### src/hw/mbpl_pkg.sv
// constants, types and state for the muxed bus port and latch strobe block
// assumes one clock, mclk, running at twice the crystal input clock rate
// Functional notes
// - strobe high 1.5 of every 4 clocks
// - strobe driven high during reset
// - reduced emission mode suppresses the strobe except during bus accesses
// - low address on port 0 while strobe high
// - port 0 becomes data bus after strobe falls
// - port 0 alternate muxed address/data bus
// - bus does fetch, data read and write
// - bus mode drives highs actively
// - port 0 drivers tri-state on reset
// - port 1 latches reset to one, weak pull-up
// - port 1 latch one also reads as input
// - writing zero holds strong pull-down
// - zero-to-one write pulses strong high driver
// - after pulse pin is output high and input
// - bits 0,1 carry timer 2 signals
// - bits 2,3 carry second serial port
// - bits 4,6 rising-edge interrupts 2 and 4
// - bits 5,7 falling-edge interrupts 3 and 5
// - high address byte presented on port 2
package mbpl_pkg;

  // ----------------------------------------------------------------
  // timing
  // ----------------------------------------------------------------
  // the strobe needs half cycles, so the phase counts half periods of the
  // crystal clock; mclk runs at twice the crystal rate
  localparam int MBPL_HALF_PER_CYCLE = 2;
  localparam int MBPL_STROBE_CYCLES_X2 = 3;
  localparam int MBPL_PERIOD_CYCLES = 4;
  localparam logic [2:0] MBPL_PHASE_LAST = 3'(MBPL_PERIOD_CYCLES * MBPL_HALF_PER_CYCLE - 1);
  localparam logic [2:0] MBPL_STROBE_END = 3'(MBPL_STROBE_CYCLES_X2);
  localparam int MBPL_STRONG_HI_NS = 8;
  localparam int MBPL_CLK_MHZ = 125;
  localparam logic [3:0] MBPL_STRONG_HI_CYCLES =
    4'((MBPL_STRONG_HI_NS * MBPL_CLK_MHZ + 999) / 1000);

  // ----------------------------------------------------------------
  // reset values and pin numbers
  // ----------------------------------------------------------------
  localparam logic [7:0] MBPL_P1_RESET = 8'hff;
  localparam logic [7:0] MBPL_P0_RESET = 8'hff;
  localparam int MBPL_T2_BIT = 0;
  localparam int MBPL_TIMER2_CAPTURE_RELOAD_TRIGGER_BIT = 1;
  localparam int MBPL_RX1_BIT = 2;
  localparam int MBPL_TX1_BIT = 3;

  typedef enum logic [1:0] {
    MBPL_IDLE = 2'b00,
    MBPL_ADDR = 2'b01,
    MBPL_DATA = 2'b10
  } mbpl_bus_t;

  typedef struct packed {
    logic [7:0] p0_out;
    logic [7:0] p0_oe;
    logic [7:0] p2_out;
    logic [7:0] rdata;
    logic rvalid;
  } mbpl_bus_pins_t;

  typedef struct packed {
    logic [2:0] phase;
    logic strobe;
    mbpl_bus_t bus;
    logic [15:0] addr;
    logic [7:0] wdata;
    logic wr;
    logic [7:0] p0_latch;
    logic [7:0] p1_latch;
    logic [31:0] hi_cnt;
    logic [7:0] p0_s1;
    logic [7:0] p0_s2;
    logic [7:0] p1_s1;
    logic [7:0] p1_s2;
    logic [7:0] p1_prev;
    logic [3:0] irq;
    mbpl_bus_pins_t pins;
  } mbpl_state_t;

endpackage : mbpl_pkg

### src/hw/mbpl_port.sv
// port 0 open-drain / muxed bus, port 1 quasi-bidirectional, latch strobe
// assumes mclk at twice the crystal rate and pins synchronised here
`timescale 1ns/1ps
`default_nettype none
module mbpl_port
  import mbpl_pkg::*;
(
  input wire logic mclk,
  input wire logic sys_rst,
  input wire logic emi_reduce,
  input wire logic bus_req,
  input wire logic bus_wr,
  input wire logic [15:0] bus_addr,
  input wire logic [7:0] bus_wdata,
  output logic bus_ready,
  output logic [7:0] bus_rdata,
  output logic bus_rvalid,
  input wire logic p0_wr,
  input wire logic [7:0] p0_wdata,
  output logic [7:0] p0_pins_rd,
  input wire logic p1_wr,
  input wire logic [7:0] p1_wdata,
  output logic [7:0] p1_pins_rd,
  input wire logic [7:0] p0_in,
  output logic [7:0] p0_out,
  output logic [7:0] p0_oe,
  output logic [7:0] p2_addr_hi,
  input wire logic [7:0] p1_in,
  output logic [7:0] p1_out,
  output logic [7:0] p1_oe,
  output logic [7:0] p1_weak_pullup,
  output logic addr_latch_strobe,
  input wire logic timer2_out,
  input wire logic timer2_out_en,
  output logic timer2_external_io,
  output logic timer2_capture_reload_trigger,
  output logic serial1_receive_in,
  input wire logic serial1_transmit_out,
  output logic ext_irq2_rising,
  output logic ext_irq3_falling,
  output logic ext_irq4_rising,
  output logic ext_irq5_falling
);

  // ----------------------------------------------------------------
  // state
  // ----------------------------------------------------------------
  mbpl_state_t s_reg, s_next;
  logic [3:0] hi_cnt_v [8];
  logic [7:0] p1_drv;
  logic [7:0] p1_rise;
  logic [7:0] p1_fall;

  always_comb begin
    s_next = s_reg;
    p1_rise = s_reg.p1_s2 & ~s_reg.p1_prev;
    p1_fall = ~s_reg.p1_s2 & s_reg.p1_prev;
    for (int i = 0; i < 8; i++) begin
      hi_cnt_v[i] = s_reg.hi_cnt[i*4 +: 4];
    end
    // pin synchronisers; first stage read only by second
    s_next.p0_s1 = p0_in;
    s_next.p0_s2 = s_reg.p0_s1;
    s_next.p1_s1 = p1_in;
    s_next.p1_s2 = s_reg.p1_s1;
    s_next.p1_prev = s_reg.p1_s2;
    // edge detectors for the extra interrupt inputs
    s_next.irq = {p1_fall[7], p1_rise[6], p1_fall[5], p1_rise[4]};
    // free-running strobe phase: high for 3 of 8 half cycles
    if (s_reg.phase == MBPL_PHASE_LAST) begin
      s_next.phase = 3'h0;
    end else begin
      s_next.phase = s_reg.phase + 3'h1;
    end
    s_next.pins.rvalid = 1'b0;
    case (s_reg.bus)
      MBPL_IDLE: begin
        if (bus_req && s_reg.phase == MBPL_PHASE_LAST) begin
          s_next.bus = MBPL_ADDR;
          s_next.addr = bus_addr;
          s_next.wr = bus_wr;
          s_next.wdata = bus_wdata;
        end
      end
      MBPL_ADDR: begin
        if (s_reg.phase == MBPL_STROBE_END - 3'h1) begin
          s_next.bus = MBPL_DATA;
        end
      end
      MBPL_DATA: begin
        if (s_reg.phase == MBPL_PHASE_LAST) begin
          s_next.bus = MBPL_IDLE;
          s_next.pins.rvalid = !s_reg.wr;
          s_next.pins.rdata = s_reg.p0_s2;
        end
      end
      default: begin
        s_next.bus = MBPL_IDLE;
      end
    endcase
    // enable decided once per period so emission mode never clips a pulse
    if (s_next.phase == 3'h0) begin
      s_next.strobe = !emi_reduce || s_next.bus != MBPL_IDLE;
    end else begin
      s_next.strobe = s_reg.strobe && (s_next.phase < MBPL_STROBE_END);
    end
    // port 0 pin drive; bus mode drives both levels actively
    case (s_next.bus)
      MBPL_ADDR: begin
        s_next.pins.p0_out = s_next.addr[7:0];
        s_next.pins.p0_oe = 8'hff;
        s_next.pins.p2_out = s_next.addr[15:8];
      end
      MBPL_DATA: begin
        s_next.pins.p0_out = s_next.wdata;
        s_next.pins.p0_oe = s_next.wr ? 8'hff : 8'h00;
        s_next.pins.p2_out = s_next.addr[15:8];
      end
      default: begin
        // open drain: only zeros are driven, board supplies pull-ups
        s_next.pins.p0_out = 8'h00;
        s_next.pins.p0_oe = ~s_reg.p0_latch;
        s_next.pins.p2_out = s_reg.addr[15:8];
      end
    endcase
    if (p0_wr) begin
      s_next.p0_latch = p0_wdata;
    end
    // port 1 latch with a short strong high pulse on a zero-to-one write
    if (p1_wr) begin
      s_next.p1_latch = p1_wdata;
    end
    for (int i = 0; i < 8; i++) begin
      if (p1_wr && p1_wdata[i] && !s_reg.p1_latch[i]) begin
        hi_cnt_v[i] = MBPL_STRONG_HI_CYCLES;
      end else if (hi_cnt_v[i] != 4'h0) begin
        hi_cnt_v[i] = hi_cnt_v[i] - 4'h1;
      end
      s_next.hi_cnt[i*4 +: 4] = hi_cnt_v[i];
    end
    if (sys_rst) begin
      s_next.phase = 3'h0;
      s_next.strobe = 1'b1;
      s_next.bus = MBPL_IDLE;
      s_next.addr = 16'h0000;
      s_next.wdata = 8'h00;
      s_next.wr = 1'b0;
      s_next.p0_latch = MBPL_P0_RESET;
      s_next.p1_latch = MBPL_P1_RESET;
      s_next.hi_cnt = 32'h0000_0000;
      s_next.irq = 4'h0;
      s_next.p1_prev = 8'hff;
      s_next.pins.p0_out = 8'h00;
      s_next.pins.p0_oe = 8'h00;
      s_next.pins.p2_out = 8'h00;
      s_next.pins.rdata = 8'h00;
      s_next.pins.rvalid = 1'b0;
    end
  end

  always_ff @(posedge mclk) begin
    s_reg <= s_next;
  end

  // ----------------------------------------------------------------
  // outputs
  // ----------------------------------------------------------------
  // alternate outputs pull low through the latch path when they idle high
  always_comb begin
    p1_drv = s_reg.p1_latch;
    p1_drv[MBPL_TX1_BIT] = s_reg.p1_latch[MBPL_TX1_BIT] & serial1_transmit_out;
    p1_drv[MBPL_T2_BIT] = s_reg.p1_latch[MBPL_T2_BIT] &
      (!timer2_out_en || timer2_out);
  end

  always_comb begin
    for (int i = 0; i < 8; i++) begin
      p1_out[i] = p1_drv[i];
      p1_oe[i] = !p1_drv[i] || (s_reg.hi_cnt[i*4 +: 4] != 4'h0);
    end
  end

  assign p1_weak_pullup = p1_drv;
  assign addr_latch_strobe = s_reg.strobe;
  assign p0_out = s_reg.pins.p0_out;
  assign p0_oe = s_reg.pins.p0_oe;
  assign p2_addr_hi = s_reg.pins.p2_out;
  assign bus_ready = !sys_rst && s_reg.bus == MBPL_IDLE && s_reg.phase == MBPL_PHASE_LAST;
  assign bus_rdata = s_reg.pins.rdata;
  assign bus_rvalid = s_reg.pins.rvalid;
  assign p0_pins_rd = s_reg.p0_s2;
  assign p1_pins_rd = s_reg.p1_s2;
  assign timer2_external_io = s_reg.p1_s2[MBPL_T2_BIT];
  assign timer2_capture_reload_trigger = s_reg.p1_s2[MBPL_TIMER2_CAPTURE_RELOAD_TRIGGER_BIT];
  assign serial1_receive_in = s_reg.p1_s2[MBPL_RX1_BIT];
  assign ext_irq2_rising = s_reg.irq[0];
  assign ext_irq3_falling = s_reg.irq[1];
  assign ext_irq4_rising = s_reg.irq[2];
  assign ext_irq5_falling = s_reg.irq[3];

endmodule : mbpl_port
`default_nettype wire

### config.mk
export PLATFORM = sky130hd
export DESIGN_NAME = mbpl_port
export DESIGN_NICKNAME = d
export VERILOG_FILES = /design/src/hw/mbpl_pkg.sv /design/src/hw/mbpl_port.sv
export SDC_FILE = /design/constraint.sdc
export NUM_CORES = 1
export LEC_CHECK = 0
export CORE_ASPECT_RATIO = 0.8
export CORE_MARGIN = 2
export CORE_UTILIZATION = 60
export CTS_BUF_LIST = sky130_fd_sc_hd__clkbuf_8
export CTS_CLUSTER_SIZE = 28
export DETAILED_ROUTE_END_ITERATION = 6
export DONT_BUFFER_PORTS = 1
export PLACE_DENSITY = 0.79
export SLEW_MARGIN = 25
export SYNTH_ARGS = -nofsm -noshare
export SYNTH_HDL_FRONTEND = slang
export SYNTH_SLANG_ARGS = --single-unit
### constraint.sdc
create_clock -name mclk -period 2.7 [get_ports mclk]
set_input_delay 0 -clock mclk [delete_from_list [all_inputs] [get_ports mclk]]
set_output_delay 0 -clock mclk [all_outputs]
set_load 0.005 [all_outputs]
==> report_table.html <==
<table>
<tr><th>Metric</th><th>Value</th></tr>
<tr><th colspan="2">Timing</th></tr>
<tr><td>Fin worst setup slack</td><td>approximately 0.18 ns</td></tr>
<tr><td>Slew headroom</td><td>a little over half</td></tr>
<tr><td>Slew at the pin closest to its max-slew limit</td><td>around 0.7 ns</td></tr>
<tr><td>Max-slew violation count</td><td>0</td></tr>
<tr><td>Total Negative Setup Slacks</td><td>0 ns</td></tr>
<tr><td>Number of setup violations in the final report</td><td>0</td></tr>
<tr><td>Final clock skew</td><td>approximately 0.012 ns</td></tr>
<tr><td>Minimum clock period</td><td>approximately 2.5 ns</td></tr>
<tr><td>RSZ-0062 raised after global routing</td><td>false</td></tr>
<tr><td>Final period utilization</td><td>between 90 and 100%</td></tr>
<tr><td>Maximum achievable frequency</td><td>396.6 MHz</td></tr>
<tr><td>Hold Violations, Final</td><td>0</td></tr>
<tr><th colspan="2">Die</th></tr>
<tr><td>Number of top-level design ports</td><td>around 150</td></tr>
<tr><td>Die Area</td><td>around 11000 um2</td></tr>
<tr><td>Row cnt</td><td>32</td></tr>
<tr><td>Die Span X</td><td>between 100 and 150 um</td></tr>
<tr><td>Area inside the core boundary</td><td>just under 10000 um2</td></tr>
<tr><td>Effective utilization at floorplan</td><td>between 60 and 70%</td></tr>
<tr><td>Height of the chip</td><td>92.82 um</td></tr>
<tr><th colspan="2">Critical path</th></tr>
<tr><td>Type of the worst setup path</td><td>reg -&gt; reg</td></tr>
<tr><td>Startpoint type of the worst setup path</td><td>flop</td></tr>
<tr><td>Largest fanout of any net on the critical path</td><td>8</td></tr>
<tr><td>Setup crit start</td><td>s_reg[153]</td></tr>
<tr><td>Required time of the critical path</td><td>between 2 and 3 ns</td></tr>
<tr><td>Worst reg2reg startpoint</td><td>s_reg[153]</td></tr>
<tr><td>Data arrival at the endpoint of the critical path</td><td>about 2.8 ns</td></tr>
<tr><td>Endpoint class of the critical path</td><td>flop</td></tr>
<tr><th colspan="2">CTS</th></tr>
<tr><td>CTS Root Buffer Type</td><td>sky130_fd_sc_hd__clkbuf_8</td></tr>
<tr><td>Clk sinks</td><td>between 150 and 200</td></tr>
<tr><td>Post-CTS setup repair buffer count</td><td>0</td></tr>
<tr><td>Clock transition at the register clock pins on the worst setup and hold paths after CTS</td><td>~0.08 ns</td></tr>
<tr><td>Number of buffers created by CTS</td><td>17</td></tr>
<tr><td>Buffer levels on the longest clock path</td><td>2</td></tr>
<tr><td>Max H-tree Level</td><td>4</td></tr>
<tr><td>Clock Latency Late Sink</td><td>between 0.4 and 0.5 ns</td></tr>
<tr><td>CTS tree</td><td>yes</td></tr>
<tr><th colspan="2">Yosys</th></tr>
<tr><td>Mapped Nets</td><td>approximately 680</td></tr>
<tr><td>Count of state elements after synthesis</td><td>approximately 150</td></tr>
<tr><td>YS warnings</td><td>0</td></tr>
<tr><td>Most common flop cell mapped by yosys</td><td>sky130_fd_sc_hd__dfxtp_1</td></tr>
<tr><td>Fraction of the yosys area taken by sequential cells</td><td>between 50% and 60%</td></tr>
<tr><td>Share of the synthesized area in the top cell type</td><td>about half</td></tr>
<tr><td>Count of flip-flops with a built-in enable after synthesis</td><td>0</td></tr>
<tr><td>Cell area after synthesis</td><td>5917 um2</td></tr>
<tr><td>Distinct cells, synth</td><td>38</td></tr>
<tr><td>Cell type with the largest total area after synthesis</td><td>sky130_fd_sc_hd__dfxtp_1</td></tr>
<tr><td>Mean area per synthesized cell</td><td>between 9 and 10 um2</td></tr>
<tr><td>Share of flip-flops with an asynchronous set or reset</td><td>0%</td></tr>
<tr><td>Cells after synthesis</td><td>slightly below 600</td></tr>
<tr><td>Cell types occupying the most area after synthesis</td><td>sky130_fd_sc_hd__dfxtp_1 51%, sky130_fd_sc_hd__buf_4 8.0%, sky130_fd_sc_hd__mux2i_1 5.9%</td></tr>
<tr><th colspan="2">Power</th></tr>
<tr><td>Leak Pwr</td><td>between 2 and 3 nW</td></tr>
<tr><td>Maximum ir drop on the vdd rail</td><td>around 730 uV</td></tr>
<tr><td>Total power</td><td>between 5 and 6 mW</td></tr>
<tr><td>Total power density per cell area</td><td>~840 nW/um2</td></tr>
<tr><th colspan="2">Global routing</th></tr>
<tr><td>Remaining global-route overflow</td><td>0</td></tr>
<tr><td>Largest net degree at the start of global routing</td><td>69</td></tr>
<tr><td>First-pass GRT wire length</td><td>between 15000 and 20000 um</td></tr>
<tr><td>Antenna violations before repair</td><td>0</td></tr>
<tr><td>Met2 global-route usage</td><td>a little under two fifths</td></tr>
<tr><td>Met3 track demand over resource</td><td>9.097%</td></tr>
<tr><td>Number of global-route vias before repair</td><td>3981</td></tr>
<tr><td>Highest-utilization routing layer at the global route stage</td><td>met2</td></tr>
<tr><td>Global-route met1 utilization</td><td>25.85%</td></tr>
<tr><td>Gr usage total</td><td>roughly 23%</td></tr>
<tr><th colspan="2">Cells and area</th></tr>
<tr><td>Number of nets in the layout</td><td>~710</td></tr>
<tr><td>Number of flip-flops in the largest register</td><td>76</td></tr>
<tr><td>Antenna fix cells</td><td>0</td></tr>
<tr><td>Filler cells</td><td>between 700 and 800</td></tr>
<tr><td>Fin cells</td><td>750</td></tr>
<tr><td>Fraction of layout instances using a drive strength above 1</td><td>slightly above 9%</td></tr>
<tr><td>Area delta synth-&gt;final</td><td>13.85%</td></tr>
<tr><th colspan="2">Min path</th></tr>
<tr><td>Class of the worst hold path</td><td>in -&gt; out</td></tr>
<tr><td>Hold Crit Start</td><td>sys_rst</td></tr>
<tr><th colspan="2">Route</th></tr>
<tr><td>Via count</td><td>3985</td></tr>
<tr><td>Drt wl/cell</td><td>between 15 and 20 um</td></tr>
<tr><td>Post-DRT Antenna Nets</td><td>0</td></tr>
<tr><td>Drt first pass iters</td><td>7</td></tr>
<tr><td>Post-route DRC violation count</td><td>0</td></tr>
<tr><td>Total Wirelength</td><td>approximately 12000 um</td></tr>
<tr><td>Via/cell ratio</td><td>5.313</td></tr>
<tr><td>Drt initial violations</td><td>approximately 240</td></tr>
<tr><th colspan="2">Job</th></tr>
<tr><td>Count of max-cap constraint violations</td><td>0</td></tr>
<tr><th colspan="2">Placement</th></tr>
<tr><td>Pre-CTS WS</td><td>around 0.24 ns</td></tr>
<tr><td>Placed cell count</td><td>630</td></tr>
<tr><td>Buffers on Ports</td><td>0</td></tr>
<tr><td>DP HPWL</td><td>7128 um</td></tr>
<tr><td>RePlAce Congestion</td><td>about 0.8</td></tr>
<tr><th colspan="2">Run status</th></tr>
<tr><td>Result of the run</td><td>finished clean</td></tr>
</table>
-- cell type report --
| cell class | instances | area, um2 | area share (%) |
|---|---|---|---|
| flip-flops and latches | 152 | 3043 | 45.17 |
| multi-input cells | 326 | 2151 | 31.93 |
| repair buffers | 93 | 935.9 | 13.89 |
| clock buffers | 17 | 234.0 | 3.473 |
| well taps | 119 | 148.9 | 2.210 |
| clock inverters | 15 | 118.9 | 1.764 |
| inverters | 28 | 105.1 | 1.560 |
-- per-stage QoR --
stage	utilization, %	hold WS, ns	area, um2
finish	70.10	0.05726	6736
detailed placement	57.04	0.02775	5482
CTS	70.07	0.05448	6733
floorplan	-	0.02772	5917
global placement	57.04	0.02776	5482
global route	70.10	0.06204	6736
-- path summary, 6_finish.rpt --
kind,to,slack (ns),depth (start not counted)
setup / recovery,p0_oe[1],0.18,8
hold reg to reg,p0_pins_rd[3],0.33,0
setup reg to reg,p0_oe[1],0.18,8
hold / removal,bus_ready,0.06,1
-- per-layer routing --
layer | wire [um] | share of wire, %
met5 | 0 | 0
met4 | 203 | 1.7
met3 | 934 | 8.0
met2 | 5662 | 48
met1 | 4920 | 42
-- power by group --
part           switching, mW  internal (mW)
clock                  0.882          0.652
combinational          0.661          0.756
sequential             0.210           2.51
total                   1.75           3.91
-- cell families (layout without fill, tap and decap cells) --
logic type	Yosys count	count (layout)	synth area share, %
AO/OA/AOI/OAI	70	70	7.105
XOR/XNOR	24	24	3.553
adder cells (fa/ha/maj)	23	23	4.864
multiplexers	36	36	6.175
AND/OR/NAND/NOR	173	173	14.59
buffers and inverters	116	153	12.29
flip-flops	152	152	51.43
-- cells in the mapped netlist (10+ instances only) --
cell,instances
sky130_fd_sc_hd__clkbuf_1,17
sky130_fd_sc_hd__o22ai_1,24
sky130_fd_sc_hd__nor3_1,10
sky130_fd_sc_hd__mux2i_1,35
sky130_fd_sc_hd__nand2_1,47
sky130_fd_sc_hd__nand3b_1,10
sky130_fd_sc_hd__buf_4,63
sky130_fd_sc_hd__ha_1,23
sky130_fd_sc_hd__inv_1,27
sky130_fd_sc_hd__xnor2_1,24
sky130_fd_sc_hd__a21oi_1,25
sky130_fd_sc_hd__nand3_1,14
sky130_fd_sc_hd__dfxtp_1,152
sky130_fd_sc_hd__nor2_1,59
-- critical path, cell delays in order (launching register included) --
cell and delay [ns]:
sky130_fd_sc_hd__dfxtp_1 0.41, sky130_fd_sc_hd__ha_1 0.18, sky130_fd_sc_hd__ha_1 0.29, sky130_fd_sc_hd__nand3b_1 0.18, sky130_fd_sc_hd__a21o_2 0.26, sky130_fd_sc_hd__ha_1 0.33
sky130_fd_sc_hd__and2b_1 0.20, sky130_fd_sc_hd__o21ai_1 0.33, sky130_fd_sc_hd__o22ai_1 0.19
-- repair_timing --
action                                  4_1_cts  5_1_grt
hold buffers                                 88        0
endpoints found under the setup margin        0        8
hold endpoints to repair                    136        0
resized for setup                             0        1
-- cells in the final DEF, fill, tap and decap left out, types with 2 or more instances in the layout --
cell                            count
sky130_fd_sc_hd__nand3b_1          10
sky130_fd_sc_hd__or2_2              8
sky130_fd_sc_hd__nor3b_1            2
sky130_fd_sc_hd__clkinvlp_4         6
sky130_fd_sc_hd__dfxtp_1          152
sky130_fd_sc_hd__clkinv_2           2
sky130_fd_sc_hd__or3b_2             8
sky130_fd_sc_hd__a211oi_1           7
sky130_fd_sc_hd__nand4b_1           8
sky130_fd_sc_hd__o22ai_1           24
sky130_fd_sc_hd__nor2_1            59
sky130_fd_sc_hd__o2111a_1           2
sky130_fd_sc_hd__inv_6              5
sky130_fd_sc_hd__xnor2_1           24
sky130_fd_sc_hd__a21oi_1           25
sky130_fd_sc_hd__inv_1             27
sky130_fd_sc_hd__clkbuf_8          17
sky130_fd_sc_hd__nand2_1           47
sky130_fd_sc_hd__o21ai_0            8
sky130_fd_sc_hd__mux2i_1           35
sky130_fd_sc_hd__buf_4              5
sky130_fd_sc_hd__ha_1              23
sky130_fd_sc_hd__nand3_1           14
sky130_fd_sc_hd__dlygate4sd3_1     87
sky130_fd_sc_hd__nor3_1            10
Power figures use the tool's default switching activity.
